### config.mk
export PLATFORM = sky130hd
export DESIGN_NAME = irpm_top
export DESIGN_NICKNAME = d
export VERILOG_FILES = /design/src/logic/irpm_pkg.sv /design/src/logic/irpm_top.sv /design/src/logic/irpm_wdog.sv /design/src/logic/irpm_pin.sv
export SDC_FILE = /design/constraint.sdc
export NUM_CORES = 1
export LEC_CHECK = 0
export ABC_CLOCK_PERIOD_IN_PS = 2300
export BUFFER_PORTS_ARGS = -buffer_cell sky130_fd_sc_hd__buf_2
export CELL_PAD_IN_SITES_DETAIL_PLACEMENT = 1
export CELL_PAD_IN_SITES_GLOBAL_PLACEMENT = 2
export CORE_AREA = 2 2 147 149
export DETAILED_ROUTE_END_ITERATION = 12
export DIE_AREA = 0 0 149 151
export GPL_ROUTABILITY_DRIVEN = 1
export PLACE_DENSITY_LB_ADDON = 0.1
export SYNTH_ARGS = -nofsm -noshare
export SYNTH_HDL_FRONTEND = slang
export SYNTH_SLANG_ARGS = --single-unit
### constraint.sdc
create_clock -name CLOCK_I -period 2.3 [get_ports CLOCK_I]
set_input_delay 0.23 -clock CLOCK_I [delete_from_list [all_inputs] [get_ports CLOCK_I]]
set_output_delay 0.23 -clock CLOCK_I [all_outputs]
set_load 0.01 [all_outputs]
### src/logic/irpm_pkg.sv
// constants and types shared by the infrared pulse modulator block
// Operation
// - pulse count low write starts modulator
// - load on-time, count timer down each cycle
// - on-time expiry decrements count, output goes high
// - off-time loaded; expiry drives output low again
// - count zero raises interrupt flag, halts
// - flag blocks restart; cleared by writing one
// - watchdog: 17-bit, steps every 30 cycles
// - power-on reset clears watchdog count
// - watchdog overflow resets the controller
// - watchdog clear bit clears count, stores nothing
// - overflow after 30 times 2^16 cycles
// - idle mode: watchdog keeps counting
// - stop mode: watchdog holds its count
// - pin drive type and reset level build-time
// - each phase lasts value plus two cycles
// - continuous bit without long bit: endless train
// - long bit: one pulse, off-time ignored
// - carrier bit modulates active phase at fosc/4
package irpm_pkg;

  localparam int unsigned CLK_HZ = 10_000_000;
  localparam int unsigned DATA_W = 32;
  localparam int unsigned ADDR_W = 8;

  // register indices; the byte address is four times the index
  localparam logic [3:0] IDX_ON_TIME = 4'h0;
  localparam logic [3:0] IDX_OFF_TIME = 4'h1;
  localparam logic [3:0] IDX_PUL_LO = 4'h2;
  localparam logic [3:0] IDX_CTRL = 4'h3;
  localparam logic [3:0] IDX_PUL_HI = 4'h4;
  localparam logic [3:0] IDX_STATUS = 4'h5;
  localparam logic [3:0] IDX_WD_COUNT = 4'h6;
  localparam logic [3:0] IDX_LAST = 4'h6;

  // modulator_control_reg fields
  localparam int unsigned CTRL_WDCLR_BIT = 4;
  localparam int unsigned CTRL_INTCLR_BIT = 3;
  localparam int unsigned CTRL_CONT_BIT = 2;
  localparam int unsigned CTRL_LONG_BIT = 1;
  localparam int unsigned CTRL_CARRIER_BIT = 0;

  // status register fields
  localparam int unsigned STAT_FLAG_BIT = 0;
  localparam int unsigned STAT_BUSY_BIT = 1;

  localparam logic [7:0] REG_RESET = 8'h00;
  localparam logic [9:0] CNT_ONE = 10'h001;
  localparam logic [8:0] TIMER_ONE = 9'h001;
  localparam logic [8:0] PHASE_EXTRA = 9'h001;

  // watchdog: step every 30 cycles, trip when the count reaches 2^16
  localparam int unsigned WD_W = 17;
  localparam int unsigned WD_PRE_W = 5;
  localparam logic [4:0] WD_PRE_LAST = 5'h1d;
  localparam logic [16:0] WD_LIMIT = 17'h10000;

  localparam int unsigned CAR_W = 2;

  localparam logic [1:0] RESP_OKAY = 2'h0;
  localparam logic [1:0] RESP_SLVERR = 2'h2;

  typedef enum logic [1:0] {
    ST_IDLE = 2'h0,
    ST_ON = 2'h1,
    ST_OFF = 2'h3
  } irpm_state_t;

  typedef struct packed {
    logic awvalid;
    logic [ADDR_W-1:0] awaddr;
    logic wvalid;
    logic [DATA_W-1:0] wdata;
    logic [DATA_W/8-1:0] wstrb;
    logic bready;
    logic arvalid;
    logic [ADDR_W-1:0] araddr;
    logic rready;
  } irpm_axil_req_t;

  typedef struct packed {
    logic awready;
    logic wready;
    logic bvalid;
    logic [1:0] bresp;
    logic arready;
    logic rvalid;
    logic [DATA_W-1:0] rdata;
    logic [1:0] rresp;
  } irpm_axil_rsp_t;

endpackage

### src/logic/irpm_top.sv
// infrared pulse modulator with watchdog behind an AXI4-Lite slave
//
// The AXI4-Lite slave port and the address map were left to the implementer.
`timescale 1ns/10ps
module irpm_top #(
  parameter logic [16:0] WD_LIMIT = irpm_pkg::WD_LIMIT,
  parameter bit OPEN_DRAIN = 1'b1,
  parameter bit RESET_LOW = 1'b0
) (
  input wire logic CLOCK_I,
  input wire logic RST_I,
  input wire logic STOP_MODE_I,
  input wire irpm_pkg::irpm_axil_req_t S_AXI_I,
  output irpm_pkg::irpm_axil_rsp_t S_AXI_O,
  output logic IR_PULSE_OUT_O,
  output logic IR_PULSE_OE_O,
  output logic MODULATOR_IRQ_REQUEST_O,
  output logic WDOG_RESET_O
);

  typedef struct packed {
    irpm_pkg::irpm_state_t st;
    logic [7:0] on_time;
    logic [7:0] off_time;
    logic [7:0] pul_lo;
    logic [1:0] pul_hi;
    logic [9:0] cnt;
    logic [8:0] timer;
    logic cont;
    logic long_p;
    logic carrier;
    logic flag;
    logic wd_clr;
    logic aw_have;
    logic [irpm_pkg::ADDR_W-1:0] aw_addr;
    logic w_have;
    logic [7:0] w_data;
    logic w_lane0;
    irpm_pkg::irpm_axil_rsp_t rsp;
  } irpm_top_st_t;

  irpm_top_st_t s_q;
  irpm_top_st_t s_d;

  logic [irpm_pkg::WD_W-1:0] wd_count;
  logic wd_trip;
  logic do_write;
  logic start_req;
  logic do_start;
  logic clr_int;
  logic phase_end;
  logic finish;
  logic continuous;
  logic [4:0] wr_dec;
  logic [4:0] rd_dec;

  // returns {hit, index}; the low two bits are ignored, so an unaligned address hits its word
  function automatic logic [4:0] reg_decode(
    input logic [irpm_pkg::ADDR_W-1:0] a
  );
    logic [3:0] idx;
    idx = a[5:2];
    if (a[7:6] != 2'h0) begin
      reg_decode = {1'b0, idx};
    end else if (idx > irpm_pkg::IDX_LAST) begin
      reg_decode = {1'b0, idx};
    end else begin
      reg_decode = {1'b1, idx};
    end
  endfunction

  assign wr_dec = reg_decode(s_q.aw_addr);
  assign rd_dec = reg_decode(S_AXI_I.araddr);
  assign continuous = s_q.cont & !s_q.long_p;

  always_comb begin
    s_d = s_q;
    s_d.wd_clr = 1'b0;
    start_req = 1'b0;
    clr_int = 1'b0;
    phase_end = 1'b0;
    finish = 1'b0;
    do_write = s_q.aw_have && s_q.w_have && !s_q.rsp.bvalid;

    // write address and data may arrive in either order
    if (s_q.rsp.awready && S_AXI_I.awvalid) begin
      s_d.aw_have = 1'b1;
      s_d.aw_addr = S_AXI_I.awaddr;
      s_d.rsp.awready = 1'b0;
    end
    if (s_q.rsp.wready && S_AXI_I.wvalid) begin
      s_d.w_have = 1'b1;
      s_d.w_data = S_AXI_I.wdata[7:0];
      s_d.w_lane0 = S_AXI_I.wstrb[0];
      s_d.rsp.wready = 1'b0;
    end

    if (do_write) begin
      s_d.aw_have = 1'b0;
      s_d.w_have = 1'b0;
      s_d.rsp.bvalid = 1'b1;
      s_d.rsp.bresp = wr_dec[4] ? irpm_pkg::RESP_OKAY
                                : irpm_pkg::RESP_SLVERR;
      if (wr_dec[4] && s_q.w_lane0) begin
        if (wr_dec[3:0] == irpm_pkg::IDX_ON_TIME) begin
          s_d.on_time = s_q.w_data;
        end else if (wr_dec[3:0] == irpm_pkg::IDX_OFF_TIME) begin
          s_d.off_time = s_q.w_data;
        end else if (wr_dec[3:0] == irpm_pkg::IDX_PUL_LO) begin
          s_d.pul_lo = s_q.w_data;
          start_req = 1'b1;
        end else if (wr_dec[3:0] == irpm_pkg::IDX_CTRL) begin
          s_d.cont = s_q.w_data[irpm_pkg::CTRL_CONT_BIT];
          s_d.long_p = s_q.w_data[irpm_pkg::CTRL_LONG_BIT];
          s_d.carrier = s_q.w_data[irpm_pkg::CTRL_CARRIER_BIT];
          clr_int = s_q.w_data[irpm_pkg::CTRL_INTCLR_BIT];
          s_d.wd_clr = s_q.w_data[irpm_pkg::CTRL_WDCLR_BIT];
        end else if (wr_dec[3:0] == irpm_pkg::IDX_PUL_HI) begin
          s_d.pul_hi = s_q.w_data[1:0];
        end
      end
    end
    if (s_q.rsp.bvalid && S_AXI_I.bready) begin
      s_d.rsp.bvalid = 1'b0;
      s_d.rsp.awready = 1'b1;
      s_d.rsp.wready = 1'b1;
    end

    // read data is fixed at the address handshake
    if (s_q.rsp.arready && S_AXI_I.arvalid) begin
      s_d.rsp.arready = 1'b0;
      s_d.rsp.rvalid = 1'b1;
      s_d.rsp.rresp = rd_dec[4] ? irpm_pkg::RESP_OKAY
                                : irpm_pkg::RESP_SLVERR;
      s_d.rsp.rdata = '0;
      if (!rd_dec[4]) begin
        s_d.rsp.rdata = '0;
      end else if (rd_dec[3:0] == irpm_pkg::IDX_ON_TIME) begin
        s_d.rsp.rdata[7:0] = s_q.on_time;
      end else if (rd_dec[3:0] == irpm_pkg::IDX_OFF_TIME) begin
        s_d.rsp.rdata[7:0] = s_q.off_time;
      end else if (rd_dec[3:0] == irpm_pkg::IDX_PUL_LO) begin
        s_d.rsp.rdata[7:0] = s_q.cnt[7:0];
      end else if (rd_dec[3:0] == irpm_pkg::IDX_CTRL) begin
        // clear bits are write-only and read back as zero
        s_d.rsp.rdata[irpm_pkg::CTRL_CONT_BIT] = s_q.cont;
        s_d.rsp.rdata[irpm_pkg::CTRL_LONG_BIT] = s_q.long_p;
        s_d.rsp.rdata[irpm_pkg::CTRL_CARRIER_BIT] = s_q.carrier;
      end else if (rd_dec[3:0] == irpm_pkg::IDX_PUL_HI) begin
        s_d.rsp.rdata[1:0] = s_q.cnt[9:8];
      end else if (rd_dec[3:0] == irpm_pkg::IDX_STATUS) begin
        s_d.rsp.rdata[irpm_pkg::STAT_FLAG_BIT] = s_q.flag;
        s_d.rsp.rdata[irpm_pkg::STAT_BUSY_BIT] =
          (s_q.st != irpm_pkg::ST_IDLE);
      end else begin
        s_d.rsp.rdata[irpm_pkg::WD_W-1:0] = wd_count;
      end
    end
    if (s_q.rsp.rvalid && S_AXI_I.rready) begin
      s_d.rsp.rvalid = 1'b0;
      s_d.rsp.arready = 1'b1;
    end

    // pulse sequencer; with the oscillator stopped the phases do not advance, but a start still loads
    if (!STOP_MODE_I) begin
      case (s_q.st)
        irpm_pkg::ST_ON: begin
          if (s_q.timer == '0) begin
            phase_end = 1'b1;
            if (!continuous) begin
              s_d.cnt = s_q.cnt - irpm_pkg::CNT_ONE;
            end
            if (!continuous && s_q.cnt == irpm_pkg::CNT_ONE) begin
              s_d.st = irpm_pkg::ST_IDLE;
              finish = 1'b1;
            end else if (s_q.long_p) begin
              // long pulse stays low across the whole count
              s_d.timer = {1'b0, s_q.on_time} + irpm_pkg::PHASE_EXTRA;
            end else begin
              s_d.st = irpm_pkg::ST_OFF;
              s_d.timer = {1'b0, s_q.off_time} + irpm_pkg::PHASE_EXTRA;
            end
          end else begin
            s_d.timer = s_q.timer - irpm_pkg::TIMER_ONE;
          end
        end
        irpm_pkg::ST_OFF: begin
          if (s_q.timer == '0) begin
            phase_end = 1'b1;
            s_d.st = irpm_pkg::ST_ON;
            s_d.timer = {1'b0, s_q.on_time} + irpm_pkg::PHASE_EXTRA;
          end else begin
            s_d.timer = s_q.timer - irpm_pkg::TIMER_ONE;
          end
        end
        default: begin
          s_d.st = irpm_pkg::ST_IDLE;
        end
      endcase
    end

    // the reload cycle and PHASE_EXTRA together make each phase last its value plus two
    do_start = start_req && !s_q.flag;
    if (do_start) begin
      s_d.st = irpm_pkg::ST_ON;
      s_d.timer = {1'b0, s_q.on_time} + irpm_pkg::PHASE_EXTRA;
      s_d.cnt = {s_q.pul_hi, s_q.w_data};
    end

    // a finishing train sets the flag even against a clear
    s_d.flag = (s_q.flag & !clr_int) | finish;
  end

  always_ff @(posedge CLOCK_I) begin
    if (RST_I) begin
      s_q.st <= irpm_pkg::ST_IDLE;
      s_q.on_time <= irpm_pkg::REG_RESET;
      s_q.off_time <= irpm_pkg::REG_RESET;
      s_q.pul_lo <= irpm_pkg::REG_RESET;
      s_q.pul_hi <= '0;
      s_q.cnt <= '0;
      s_q.timer <= '0;
      s_q.cont <= 1'b0;
      s_q.long_p <= 1'b0;
      s_q.carrier <= 1'b0;
      s_q.flag <= 1'b0;
      s_q.wd_clr <= 1'b0;
      s_q.aw_have <= 1'b0;
      s_q.aw_addr <= '0;
      s_q.w_have <= 1'b0;
      s_q.w_data <= '0;
      s_q.w_lane0 <= 1'b0;
      s_q.rsp <= '0;
      s_q.rsp.awready <= 1'b1;
      s_q.rsp.wready <= 1'b1;
      s_q.rsp.arready <= 1'b1;
    end else begin
      s_q <= s_d;
    end
  end

  irpm_wdog #(
    .LIMIT(WD_LIMIT)
  ) u_wdog (
    .clk_i(CLOCK_I),
    .rst_i(RST_I),
    .clear_i(s_q.wd_clr),
    .halt_i(STOP_MODE_I),
    .count_o(wd_count),
    .trip_o(wd_trip)
  );

  // the pin stage registers the next phase so the pin moves with the state
  irpm_pin #(
    .OPEN_DRAIN(OPEN_DRAIN),
    .RESET_LOW(RESET_LOW)
  ) u_pin (
    .clk_i(CLOCK_I),
    .rst_i(RST_I),
    .active_i(s_d.st == irpm_pkg::ST_ON),
    .carrier_i(s_d.carrier),
    .pin_o(IR_PULSE_OUT_O),
    .oe_o(IR_PULSE_OE_O)
  );

  assign S_AXI_O = s_q.rsp;
  assign MODULATOR_IRQ_REQUEST_O = s_q.flag;
  assign WDOG_RESET_O = wd_trip;

  start_load_a: assert property (@(posedge CLOCK_I) disable iff (RST_I)
    do_start |=> (s_q.st == irpm_pkg::ST_ON &&
      s_q.timer == {1'b0, s_q.on_time} + irpm_pkg::PHASE_EXTRA))
    else $error("start did not load on-time");

  timer_step_a: assert property (@(posedge CLOCK_I) disable iff (RST_I)
    (s_q.st != irpm_pkg::ST_IDLE && s_q.timer != '0 &&
     !STOP_MODE_I && !do_start)
    |=> s_q.timer == $past(s_q.timer) - irpm_pkg::TIMER_ONE)
    else $error("pulse timer did not step by one");

  on_to_off_a: assert property (@(posedge CLOCK_I) disable iff (RST_I)
    (phase_end && s_q.st == irpm_pkg::ST_ON && !s_q.long_p &&
     !continuous && s_q.cnt != irpm_pkg::CNT_ONE && !do_start)
    |=> (s_q.st == irpm_pkg::ST_OFF &&
      s_q.cnt == $past(s_q.cnt) - irpm_pkg::CNT_ONE &&
      s_q.timer == {1'b0, s_q.off_time} + irpm_pkg::PHASE_EXTRA))
    else $error("on phase end handled wrongly");

  off_to_on_a: assert property (@(posedge CLOCK_I) disable iff (RST_I)
    (phase_end && s_q.st == irpm_pkg::ST_OFF && !do_start)
    |=> (s_q.st == irpm_pkg::ST_ON &&
      s_q.timer == {1'b0, s_q.on_time} + irpm_pkg::PHASE_EXTRA))
    else $error("off phase end handled wrongly");

  finish_flag_a: assert property (@(posedge CLOCK_I) disable iff (RST_I)
    finish |=> (s_q.flag && s_q.st == irpm_pkg::ST_IDLE &&
      MODULATOR_IRQ_REQUEST_O))
    else $error("train end did not raise flag");

  no_restart_a: assert property (@(posedge CLOCK_I) disable iff (RST_I)
    (s_q.flag && s_q.st == irpm_pkg::ST_IDLE && !clr_int)
    |=> s_q.st == irpm_pkg::ST_IDLE [*2])
    else $error("modulator restarted with flag set");

  set_wins_a: assert property (@(posedge CLOCK_I) disable iff (RST_I)
    (finish && clr_int) |=> s_q.flag)
    else $error("flag set lost to clear");

  endless_train_a: assert property (@(posedge CLOCK_I)
    disable iff (RST_I)
    (continuous && s_q.st != irpm_pkg::ST_IDLE && !do_start)
    |=> (s_q.cnt == $past(s_q.cnt) && s_q.st != irpm_pkg::ST_IDLE))
    else $error("continuous train used the count");

  long_pulse_a: assert property (@(posedge CLOCK_I) disable iff (RST_I)
    (phase_end && s_q.st == irpm_pkg::ST_ON && s_q.long_p &&
     s_q.cnt != irpm_pkg::CNT_ONE && !do_start)
    |=> s_q.st == irpm_pkg::ST_ON)
    else $error("long pulse left the on phase");

  // pin as seen from outside: a low line means the led is on
  start_pin_a: assert property (@(posedge CLOCK_I) disable iff (RST_I)
    (do_start && s_q.st == irpm_pkg::ST_IDLE)
    |=> (OPEN_DRAIN ? IR_PULSE_OE_O : !IR_PULSE_OUT_O))
    else $error("start did not drive the pin active");

  finish_pin_a: assert property (@(posedge CLOCK_I) disable iff (RST_I)
    (finish && !do_start)
    |=> (OPEN_DRAIN ? !IR_PULSE_OE_O : IR_PULSE_OUT_O))
    else $error("pin still active after train end");

  idle_hold_a: assert property (@(posedge CLOCK_I) disable iff (RST_I)
    (s_q.st == irpm_pkg::ST_IDLE && !do_start)
    |=> s_q.st == irpm_pkg::ST_IDLE)
    else $error("sequencer left idle without a start");

  flag_clear_a: assert property (@(posedge CLOCK_I) disable iff (RST_I)
    (clr_int && !finish) |=> !s_q.flag)
    else $error("interrupt flag not cleared");

  clr_pulse_a: assert property (@(posedge CLOCK_I) disable iff (RST_I)
    s_q.wd_clr |=> !s_q.wd_clr)
    else $error("watchdog clear bit was stored");

endmodule // irpm_top

### src/logic/irpm_wdog.sv
// watchdog counter with prescaler and overflow reset pulse
`timescale 1ns/10ps
module irpm_wdog #(
  parameter logic [16:0] LIMIT = irpm_pkg::WD_LIMIT
) (
  input wire logic clk_i,
  input wire logic rst_i,
  input wire logic clear_i,
  input wire logic halt_i,
  output logic [irpm_pkg::WD_W-1:0] count_o,
  output logic trip_o
);

  typedef struct packed {
    logic [irpm_pkg::WD_PRE_W-1:0] pre;
    logic [irpm_pkg::WD_W-1:0] cnt;
    logic trip;
  } irpm_wd_st_t;

  irpm_wd_st_t s_q;
  irpm_wd_st_t s_d;

  always_comb begin
    s_d = s_q;
    s_d.trip = 1'b0;
    if (clear_i) begin
      s_d.pre = '0;
      s_d.cnt = '0;
    end else if (!halt_i) begin
      if (s_q.pre == irpm_pkg::WD_PRE_LAST) begin
        s_d.pre = '0;
        if (s_q.cnt + 17'h00001 == LIMIT) begin
          s_d.cnt = '0;
          s_d.trip = 1'b1;
        end else begin
          s_d.cnt = s_q.cnt + 17'h00001;
        end
      end else begin
        s_d.pre = s_q.pre + 5'h01;
      end
    end
  end

  always_ff @(posedge clk_i) begin
    if (rst_i) begin
      s_q <= '0;
    end else begin
      s_q <= s_d;
    end
  end

  assign count_o = s_q.cnt;
  assign trip_o = s_q.trip;

  wd_clear_a: assert property (@(posedge clk_i) disable iff (rst_i)
    clear_i |=> (s_q.cnt == '0 && !s_q.trip))
    else $error("watchdog not cleared");

  wd_stop_hold_a: assert property (@(posedge clk_i) disable iff (rst_i)
    (halt_i && !clear_i) |=> $stable(s_q.cnt) && $stable(s_q.pre))
    else $error("watchdog moved in stop mode");

  wd_trip_a: assert property (@(posedge clk_i) disable iff (rst_i)
    (!halt_i && !clear_i && s_q.pre == irpm_pkg::WD_PRE_LAST &&
     s_q.cnt == LIMIT - 17'h00001) |=> (s_q.trip ##1 !s_q.trip))
    else $error("watchdog overflow pulse wrong");

endmodule // irpm_wdog

### src/logic/irpm_pin.sv
// output stage: carrier gating and build-time drive type of the pulse pin
`timescale 1ns/10ps
module irpm_pin #(
  parameter bit OPEN_DRAIN = 1'b1,
  parameter bit RESET_LOW = 1'b0
) (
  input wire logic clk_i,
  input wire logic rst_i,
  input wire logic active_i,
  input wire logic carrier_i,
  output logic pin_o,
  output logic oe_o
);

  typedef struct packed {
    logic [irpm_pkg::CAR_W-1:0] car;
    logic hold_low;
    logic low;
    logic pin;
    logic oe;
  } irpm_pin_st_t;

  irpm_pin_st_t s_q;
  irpm_pin_st_t s_d;

  always_comb begin
    s_d = s_q;
    s_d.car = active_i ? s_q.car + 2'h1 : '0;
    // reset level stands only until the first train begins
    s_d.hold_low = s_q.hold_low & !active_i;
    if (active_i) begin
      s_d.low = !(carrier_i && s_q.car[irpm_pkg::CAR_W-1]);
    end else begin
      s_d.low = s_d.hold_low;
    end
    s_d.pin = OPEN_DRAIN ? 1'b0 : !s_d.low;
    s_d.oe = OPEN_DRAIN ? s_d.low : 1'b1;
  end

  always_ff @(posedge clk_i) begin
    if (rst_i) begin
      s_q.car <= '0;
      s_q.hold_low <= RESET_LOW;
      s_q.low <= RESET_LOW;
      s_q.pin <= OPEN_DRAIN ? 1'b0 : !RESET_LOW;
      s_q.oe <= OPEN_DRAIN ? RESET_LOW : 1'b1;
    end else begin
      s_q <= s_d;
    end
  end

  assign pin_o = s_q.pin;
  assign oe_o = s_q.oe;

  carrier_period_a: assert property (@(posedge clk_i)
    disable iff (rst_i)
    (active_i && carrier_i && s_q.car == 2'h2) |=> !s_q.low)
    else $error("carrier high quarter missing");

endmodule // irpm_pin

==> qor.yml, run 1 <==
sta:
  fin_tns_setup_ps: 0
  post-route-period-util_pct: 95.9
  max_freq_ghz: 0.454
  finalHoldViolCount: 0
  tightest_slew_ps: 614
  holdWs_ps: 89.0
  slew_violations: 0
  setup_viol: 0
  maxSlewHeadroom_pct: 58.0
  fin_skew_ps: 10.1
  period_needed_ps: 2200
  setup_ws_ps: 95.3
detailed_routing:
  vias_per_cell: 5.09
  routed-via-count: 5575
  routed_wl_um: 19100
  antenna_left: 0
  first_pass_iters: 4
  drc_errors: 0
  wl_per_cell_um: 17.5
  drtIter0Drc: 262
clock_tree:
  cts_buffers: 9
  cts_max_level: 3
  clk_path_buf_depth: 2
  root_buffer: "clkbuf_16"
  postCtsSetupBuffers: 0
  cts_tree: "yes"
  holdBufCountCts: 0
  clkSinkCount: 112
  insertion_delay_ps: 360
  cts.clk_slew.worst_paths_ps: 80
final_layout:
  fillCellCount: 2527
  multi_input_area_um2: 3490
  stdcell_area_um2: 7270
  register_area_um2: 2250
  area_delta_synth_final_pct: 18.4
  layout-drive-gt1-share_pct: 19.9
  n_antenna_cell: 0
  fin_nets: 884
  stdcell_count: 1095
synthesis:
  synthSimpleGateAreaFrac_pct: 25.4
  synth_cells: 758
  synth_compound_area_share_pct: 17.3
  synth-async-reset-ratio_pct: 0
  synth-xor-area-share_pct: 6.27
  synth_fa_ha_area_share_pct: 1.83
  avgSynthCellArea_um2: 8.11
  synth_top_family_by_area: "simple AND/OR/NAND/NOR gates"
  yosys_warnings: 0
  ys_types: 70
  ys_seq_area_share_pct: 36.5
  synthMuxAreaShare_pct: 3.50
  yosys_most_used_dff: "dfxtp_1"
  synth_edf_count: 0
  syn_area_um2: 6140
  ys_seq_elements: 112
grt:
  grt_max_degree: 88
  grt_pass1_vias: 5574
  grt.busiest_layer: "met2"
  met2_usage_pct: 28.3
  antenna_found_initial: 0
  grt_overflow: 0
  grt_first_pass_wirelength_um: 30800
  grtUsageMet1_pct: 24.3
  met3_usage_pct: 2.56
  track_usage_pct: 17.6
die:
  rows: 53
  ios: 105
  dieWidth_um: 149
  start_util_pct: 29.5
  die_area_um2: 22500
  die_h_um: 151
  core-area_um2: 20800
placement:
  place_congestion: 0.780
  port_buffers: 55
  place_area_um2: 6800
  placedCellCount: 1079
  hpwl_um: 14500
  post-place-ws_ps: -48.5
setup_path:
  arrival_ps: 2460
  rr_worst_depth: 7
  critPathMaxFanout: 4
  critPathRequiredTime_ps: 2560
  critPathCaptureType: "flop"
  crit_type: "flop to flop"
  start_kind: "flop"
status:
  outcome: "finished clean"
power_and_ir_drop:
  p_per_area_nw_per_um2: 592
  vdd_ir_drop_max_v: 0.000323
  p_leak_nw: 2.87
run:
  drv_cap: 0
worst_hold_path:
  hold_path_class: "input pin to flop"
  whs_path_depth: 2
## what timing repair did
| action | in CTS | in global routing |
|---|---|---|
| endpoints found under the setup margin | 1 | 18 |
| pin swaps | 2 | 5 |
| gates resized for setup | 3 | 14 |
## registers in the layout, summed over array words and instances, names as in the netlist
signal,flops
u_wdog.count_o,17
MODULATOR_IRQ_REQUEST_O,1
u_wdog.s_q,5
u_wdog.trip_o,1
s_q,60
S_AXI_O,24
u_pin.s_q,3
u_pin.oe_o,1
## metal layers
metal | wire length, µm | part of all wire [%] | vias to the layer above
li1 | - | - | 2744
met1 | 9360 | 49 | 2696
met2 | 8680 | 45 | 115
met3 | 802 | 4.2 | 20
met4 | 275 | 1.4 | 0
met5 | 0 | 0 | -
## final timing paths
kind	end	slack (ps)	start
setup reg to reg	u_pin.oe_o$_SDFF_PP0_	100	s_q[71]$_SDFFE_PP0P_
hold reg to reg	u_pin.s_q[4]$_SDFF_PP0_	440	u_pin.s_q[4]$_SDFF_PP0_
setup / recovery	u_pin.oe_o$_SDFF_PP0_	100	s_q[71]$_SDFFE_PP0P_
hold / removal	S_AXI_O[39]$_SDFFE_PP1P_	90	S_AXI_I[47]
## cells in the mapped netlist, types with 6 or more instances
cell type,instances,area (µm²)
nor4_1,7,43.8
clkbuf_1,33,124
and4_1,6,52.6
nand2_1,83,312
xor2_1,24,210
nor2b_1,10,62.6
nor3_1,11,55.1
buf_4,42,315
nand3_1,39,195
a21oi_1,52,260
nand4_1,16,100
ha_1,9,113
nor2_1,93,349
a211oi_1,19,143
o22ai_1,9,56.3
nand2b_1,7,43.8
inv_1,16,60.1
dfxtp_1,112,2240
xnor2_1,20,175
mux2i_1,17,170
a22oi_1,15,113
o21ai_0,14,70.1
o211ai_1,7,52.6
## per-stage QoR
stage	power (mW)	utilization [%]
after global placement	2.30	32.7
after global routing	4.50	34.9
after floorplan	2.23	-
after CTS	4.38	34.6
final	4.31	34.9
after detailed placement	2.31	32.7
## worst max-delay path, cell delays in order, from the launching register on
cell and delay (ps):
dfxtp_1 340, nor4_4 440, buf_4 200, and3_1 210, a31oi_1 100, a211o_1 330, nand2_1 130, mux2_2 340
## logic make-up (layout without fill, tap and decap cells)
| group | Yosys count | after routing |
|---|---|---|
| XOR/XNOR | 44 | 44 |
| AO/OA/AOI/OAI | 158 | 158 |
| multiplexers | 20 | 20 |
| flip-flops | 112 | 112 |
| adder cells (fa/ha/maj) | 9 | 9 |
| AND/OR/NAND/NOR | 314 | 314 |
| buffers and inverters | 100 | 145 |
| other | 1 | 18 |
## layout by cell type, fill, tap and decap left out, drive strengths merged, types with 7 or more instances in the layout
cell type | netlist | routed
a211oi | 19 | 19
a21oi | 52 | 52
a22oi | 15 | 15
and4 | 7 | 7
buf | 50 | 113
clkbuf | 34 | 10
conb | 1 | 18
dfxtp | 112 | 112
ha | 9 | 9
inv | 16 | 16
mux2i | 17 | 17
nand2 | 83 | 83
nand2b | 7 | 7
nand3 | 40 | 40
nand4 | 16 | 16
nor2 | 93 | 93
nor2b | 10 | 10
nor3 | 14 | 14
nor4 | 10 | 10
o211ai | 7 | 7
o21ai | 14 | 14
o22ai | 9 | 9
xnor2 | 20 | 20
xor2 | 24 | 24
## cell type report
| type | instances | share of cell area [%] |
|---|---|---|
| timing repair buffer | 113 | 10.3 |
| sequential | 112 | 30.9 |
| tap | 275 | 4.73 |
| inverter | 16 | 0.826 |
| clock buffer | 10 | 3.15 |
| clock inverter | 6 | 2.13 |
| multi-input combinational | 563 | 48.0 |
## where the power goes
part / switching, mW / leakage (nW) / internal (mW)
Combinational: 0.162 / 1.77 / 0.0875
Sequential: 0.0395 / 0.908 / 1.97
Clock: 0.767 / 0.187 / 1.29
Note: power is estimated with default switching activity, not from simulation.
==> run 2, diff against run 1 <==
--- a/config.mk
+++ b/config.mk
@@ -9,11 +9,12 @@
 export BUFFER_PORTS_ARGS = -buffer_cell sky130_fd_sc_hd__buf_2
 export CELL_PAD_IN_SITES_DETAIL_PLACEMENT = 1
 export CELL_PAD_IN_SITES_GLOBAL_PLACEMENT = 2
-export CORE_AREA = 2 2 147 149
+export CORE_AREA = 2 2 170 130
 export DETAILED_ROUTE_END_ITERATION = 12
-export DIE_AREA = 0 0 149 151
+export DIE_AREA = 0 0 172 132
 export GPL_ROUTABILITY_DRIVEN = 1
 export PLACE_DENSITY_LB_ADDON = 0.1
 export SYNTH_ARGS = -nofsm -noshare
 export SYNTH_HDL_FRONTEND = slang
+export SYNTH_HIERARCHICAL = 1
 export SYNTH_SLANG_ARGS = --single-unit
==> run 2 against run 1 <==
Net effect:
- routed wire length grew 6.6%
- area after synthesis grew 1.3%
- clock power shrank 21%
- combinational power grew 5%
- core utilization increased by 0.52 points
- synthesized cell count up 1.7%
- register-to-register slack worse by 240 ps
- the run now ends with setup timing left
- largest power group is now registers
- global-route usage up 0.87 points
- die area increased by 0.91%
- setup slack got worse by 240 ps
- flip-flop and latch count did not move
- clock-buffer cell count is 1 lower
==> qor.yml, run 2 <==
status:
  outcome: "finished, violations left"  # was finished clean
  violations: "setup timing"
synthesis:
  avgSynthCellArea_um2: 8.08  # was 8.11 µm²
  synth_top_area_share_pct: 36.0  # was 36.5%
  ys_types: 78  # was 70
  yosys_warnings: 6  # was 0
  synth_cells: 771  # was 758
  yosys_most_used_dff: "dfxtp_1"  # unchanged
  synth_edf_count: 0  # unchanged
  synth-async-reset-ratio_pct: 0  # unchanged
  synth_area_leader_cell: "dfxtp_1"  # unchanged
  syn_area_um2: 6230  # was 6140 µm²
  synth_common_cells: "dfxtp_1, nor2_1, nand2_1"  # unchanged
  ys_seq_area_share_pct: 36.0  # was 36.5%
  synth_area_leaders: "dfxtp_1, buf_4, nor2_1"  # was dfxtp_1, nor2_1, buf_4
  synth.most_common_cell: "dfxtp_1"  # unchanged
  ys_seq_elements: 112  # unchanged
die:
  ios: 105  # unchanged
  start_util_pct: 29.7  # was 29.5%
  core-area_um2: 21000  # was 20800 µm²
  die_h_um: 132  # was 151 µm
  dieWidth_um: 172  # was 149 µm
  rows: 46  # was 53
  die_area_um2: 22700  # was 22500 µm²
detailed_routing:
  antenna_left: 0  # unchanged
  first_pass_iters: 4  # unchanged
  vias_per_cell: 4.93  # was 5.09
  drtIter0Drc: 329  # was 262
  routed-via-count: 5593  # was 5575
  drc_errors: 0  # unchanged
  routed_wl_um: 20400  # was 19100 µm
  wl_per_cell_um: 18.0  # was 17.5 µm
worst_hold_path:
  hold_path_class: "input pin to flop"  # unchanged
clock_tree:
  root_buffer: "clkbuf_16"  # unchanged
  insertion_delay_ps: 370  # was 360 ps
  clk_path_buf_depth: 2  # unchanged
  clkSinkCount: 112  # unchanged
  cts_buffers: 9  # unchanged
  cts_max_level: 3  # unchanged
  cts_tree: "yes"  # unchanged
  holdBufCountCts: 0  # unchanged
  cts.clk_slew.worst_paths_ps: 90  # was 80 ps
final_layout:
  final_common_cell: "dfxtp_1"  # unchanged
  layout-drive-gt1-share_pct: 23.5  # was 19.9%
  area_delta_synth_final_pct: 19.3  # was 18.4%
  regMostFlops: "s_q"  # unchanged
  largest_reg_flops: 60  # unchanged
  fin_nets: 910  # was 884
  mostFrequentLayoutCells: "dfxtp_1, nor2_1, buf_4, nand2_1, buf_2"  # was dfxtp_1, nor2_1, nand2_1, buf_2, buf_4
  stdcell_area_um2: 7430  # was 7270 µm²
  n_antenna_cell: 0  # unchanged
  fillCellCount: 2528  # was 2527
setup_path:
  critPathRequiredTime_ps: 2580  # was 2560 ps
  critPathMaxFanout: 2  # was 4
  start_kind: "flop"  # unchanged
  crit_type: "flop to flop"  # unchanged
  critPathCaptureType: "flop"  # unchanged
  arrival_ps: 2720  # was 2460 ps
grt:
  grt_max_degree: 57  # was 88
  grt_overflow: 0  # unchanged
  grt_pass1_vias: 5763  # was 5574
  antenna_found_initial: 0  # unchanged
  track_usage_pct: 18.4  # was 17.6%
  grt_first_pass_wirelength_um: 32500  # was 30800 µm
sta:
  fin_skew_ps: 9.57  # was 10.1 ps
  post-route-period-util_pct: 106  # was 95.9%
  tightest_slew_ps: 591  # was 614 ps
  maxSlewHeadroom_pct: 60.3  # was 58.0%
  finalHoldViolCount: 0  # unchanged
  rsz0062_at_grt: "yes"
  setup_ws_ps: -141  # was 95.3 ps
  setup_viol: 4  # was 0
  slew_violations: 0  # unchanged
  max_freq_ghz: 0.410  # was 0.454 GHz
  fin_tns_setup_ps: -285  # was 0 ps
  period_needed_ps: 2440  # was 2200 ps
placement:
  place_congestion: 0.848  # was 0.780
  port_buffers: 55  # unchanged
  place_area_um2: 6970  # was 6800 µm²
  hpwl_um: 15800  # was 14500 µm
power_and_ir_drop:
  power.total_mw: 3.89  # was 4.31 mW
  p_leak_nw: 2.96  # was 2.87 nW
  p_per_area_nw_per_um2: 524  # was 592 nW/µm²
  vdd_ir_drop_max_v: 0.000284  # was 0.000323 V
run:
  drv_cap: 0  # unchanged
run 2: cell count changes after synthesis, moves of 6 or more:
cell / previous run / this run
buf_4: 42 / 59
nand4_1: 16 / 7
a211oi_1: 19 / 11
o21ai_0: 14 / 22
nor3b_1: 0 / 6
run 2: where the power goes:
group	switching (mW)	leakage (nW)	internal, mW
Sequential	0.0423	0.909	1.97
Combinational	0.172	1.91	0.0901
Clock	0.854	0.146	0.769
run 2: what timing repair did:
action | in CTS | in global routing
cloned | 0 | 0
resized for setup | 12 | 14
pin swaps | 6 | 6
endpoints found under the setup margin | 18 | 20
setup buffers | 2 | 4
run 2: final timing paths:
kind | from | to | slack (ps) | cells past startpoint
setup / recovery | s_q[66]$_SDFFE_PP0P_ | s_q[80]$_SDFFE_PP0P_ | -140 | 9
hold / removal | S_AXI_I[47] | S_AXI_O[39]$_SDFFE_PP1P_ | 60 | 2
setup reg to reg | s_q[66]$_SDFFE_PP0P_ | s_q[80]$_SDFFE_PP0P_ | -140 | 9
hold reg to reg | u_pin/s_q[4]$_SDFF_PP0_ | u_pin/s_q[4]$_SDFF_PP0_ | 450 | 1
run 2: kinds of logic (layout without fill, tap and decap cells):
family	Yosys count	count (layout)	synth area share (%)
xor gates and xnor gates	44	44	6.19
DFF	112	112	36.0
muxes	16	16	2.61
buffers and inverters	115	174	10.7
other	2	18	0.121
and+or+nand+nor	309	309	24.9
AOI/OAI and AO/OA	164	164	17.7
adders and majority gates	9	9	1.81
run 2: final cells by class:
cell class	count	area, µm²	area share [%]
tap	288	360	4.85
inverter	18	67.6	0.910
timing repair buffer	140	946	12.7
multi-input combinational	560	3510	47.2
sequential	112	2250	30.3
clock inverter	7	72.6	0.977
clock buffer	9	225	3.03
run 2: critical path: stages (launching register included):
cell      delay, ps
dfxtp_2         330
inv_2            70
ha_4            130
or4b_4          500
nor4_4          240
buf_6           160
nand2_4          50
or4b_4          540
xor2_2          160
a211oi_2        180
run 2: per-layer routing:
layer	part of all wire, %	routed length [µm]	global-route usage [%]	up-vias
met2	41	8350	27.0	109
met4	0.88	180	3.55	0
met5	0	0	0	-
met3	5.1	1040	3.51	11
met1	53	10800	28.0	2685
li1	-	-	-	2788
run 2: through the flow:
stage	worst slack [ps]	utilization (%)	hold slack (ps)	cells
floorplan	-113	-	302	787
global placement	-192	33.3	421	1113
detailed placement	-266	33.3	443	1113
CTS	-224	35.1	55.3	1131
global route	-259	35.5	84.7	1134
finish	-141	35.5	64.4	1134
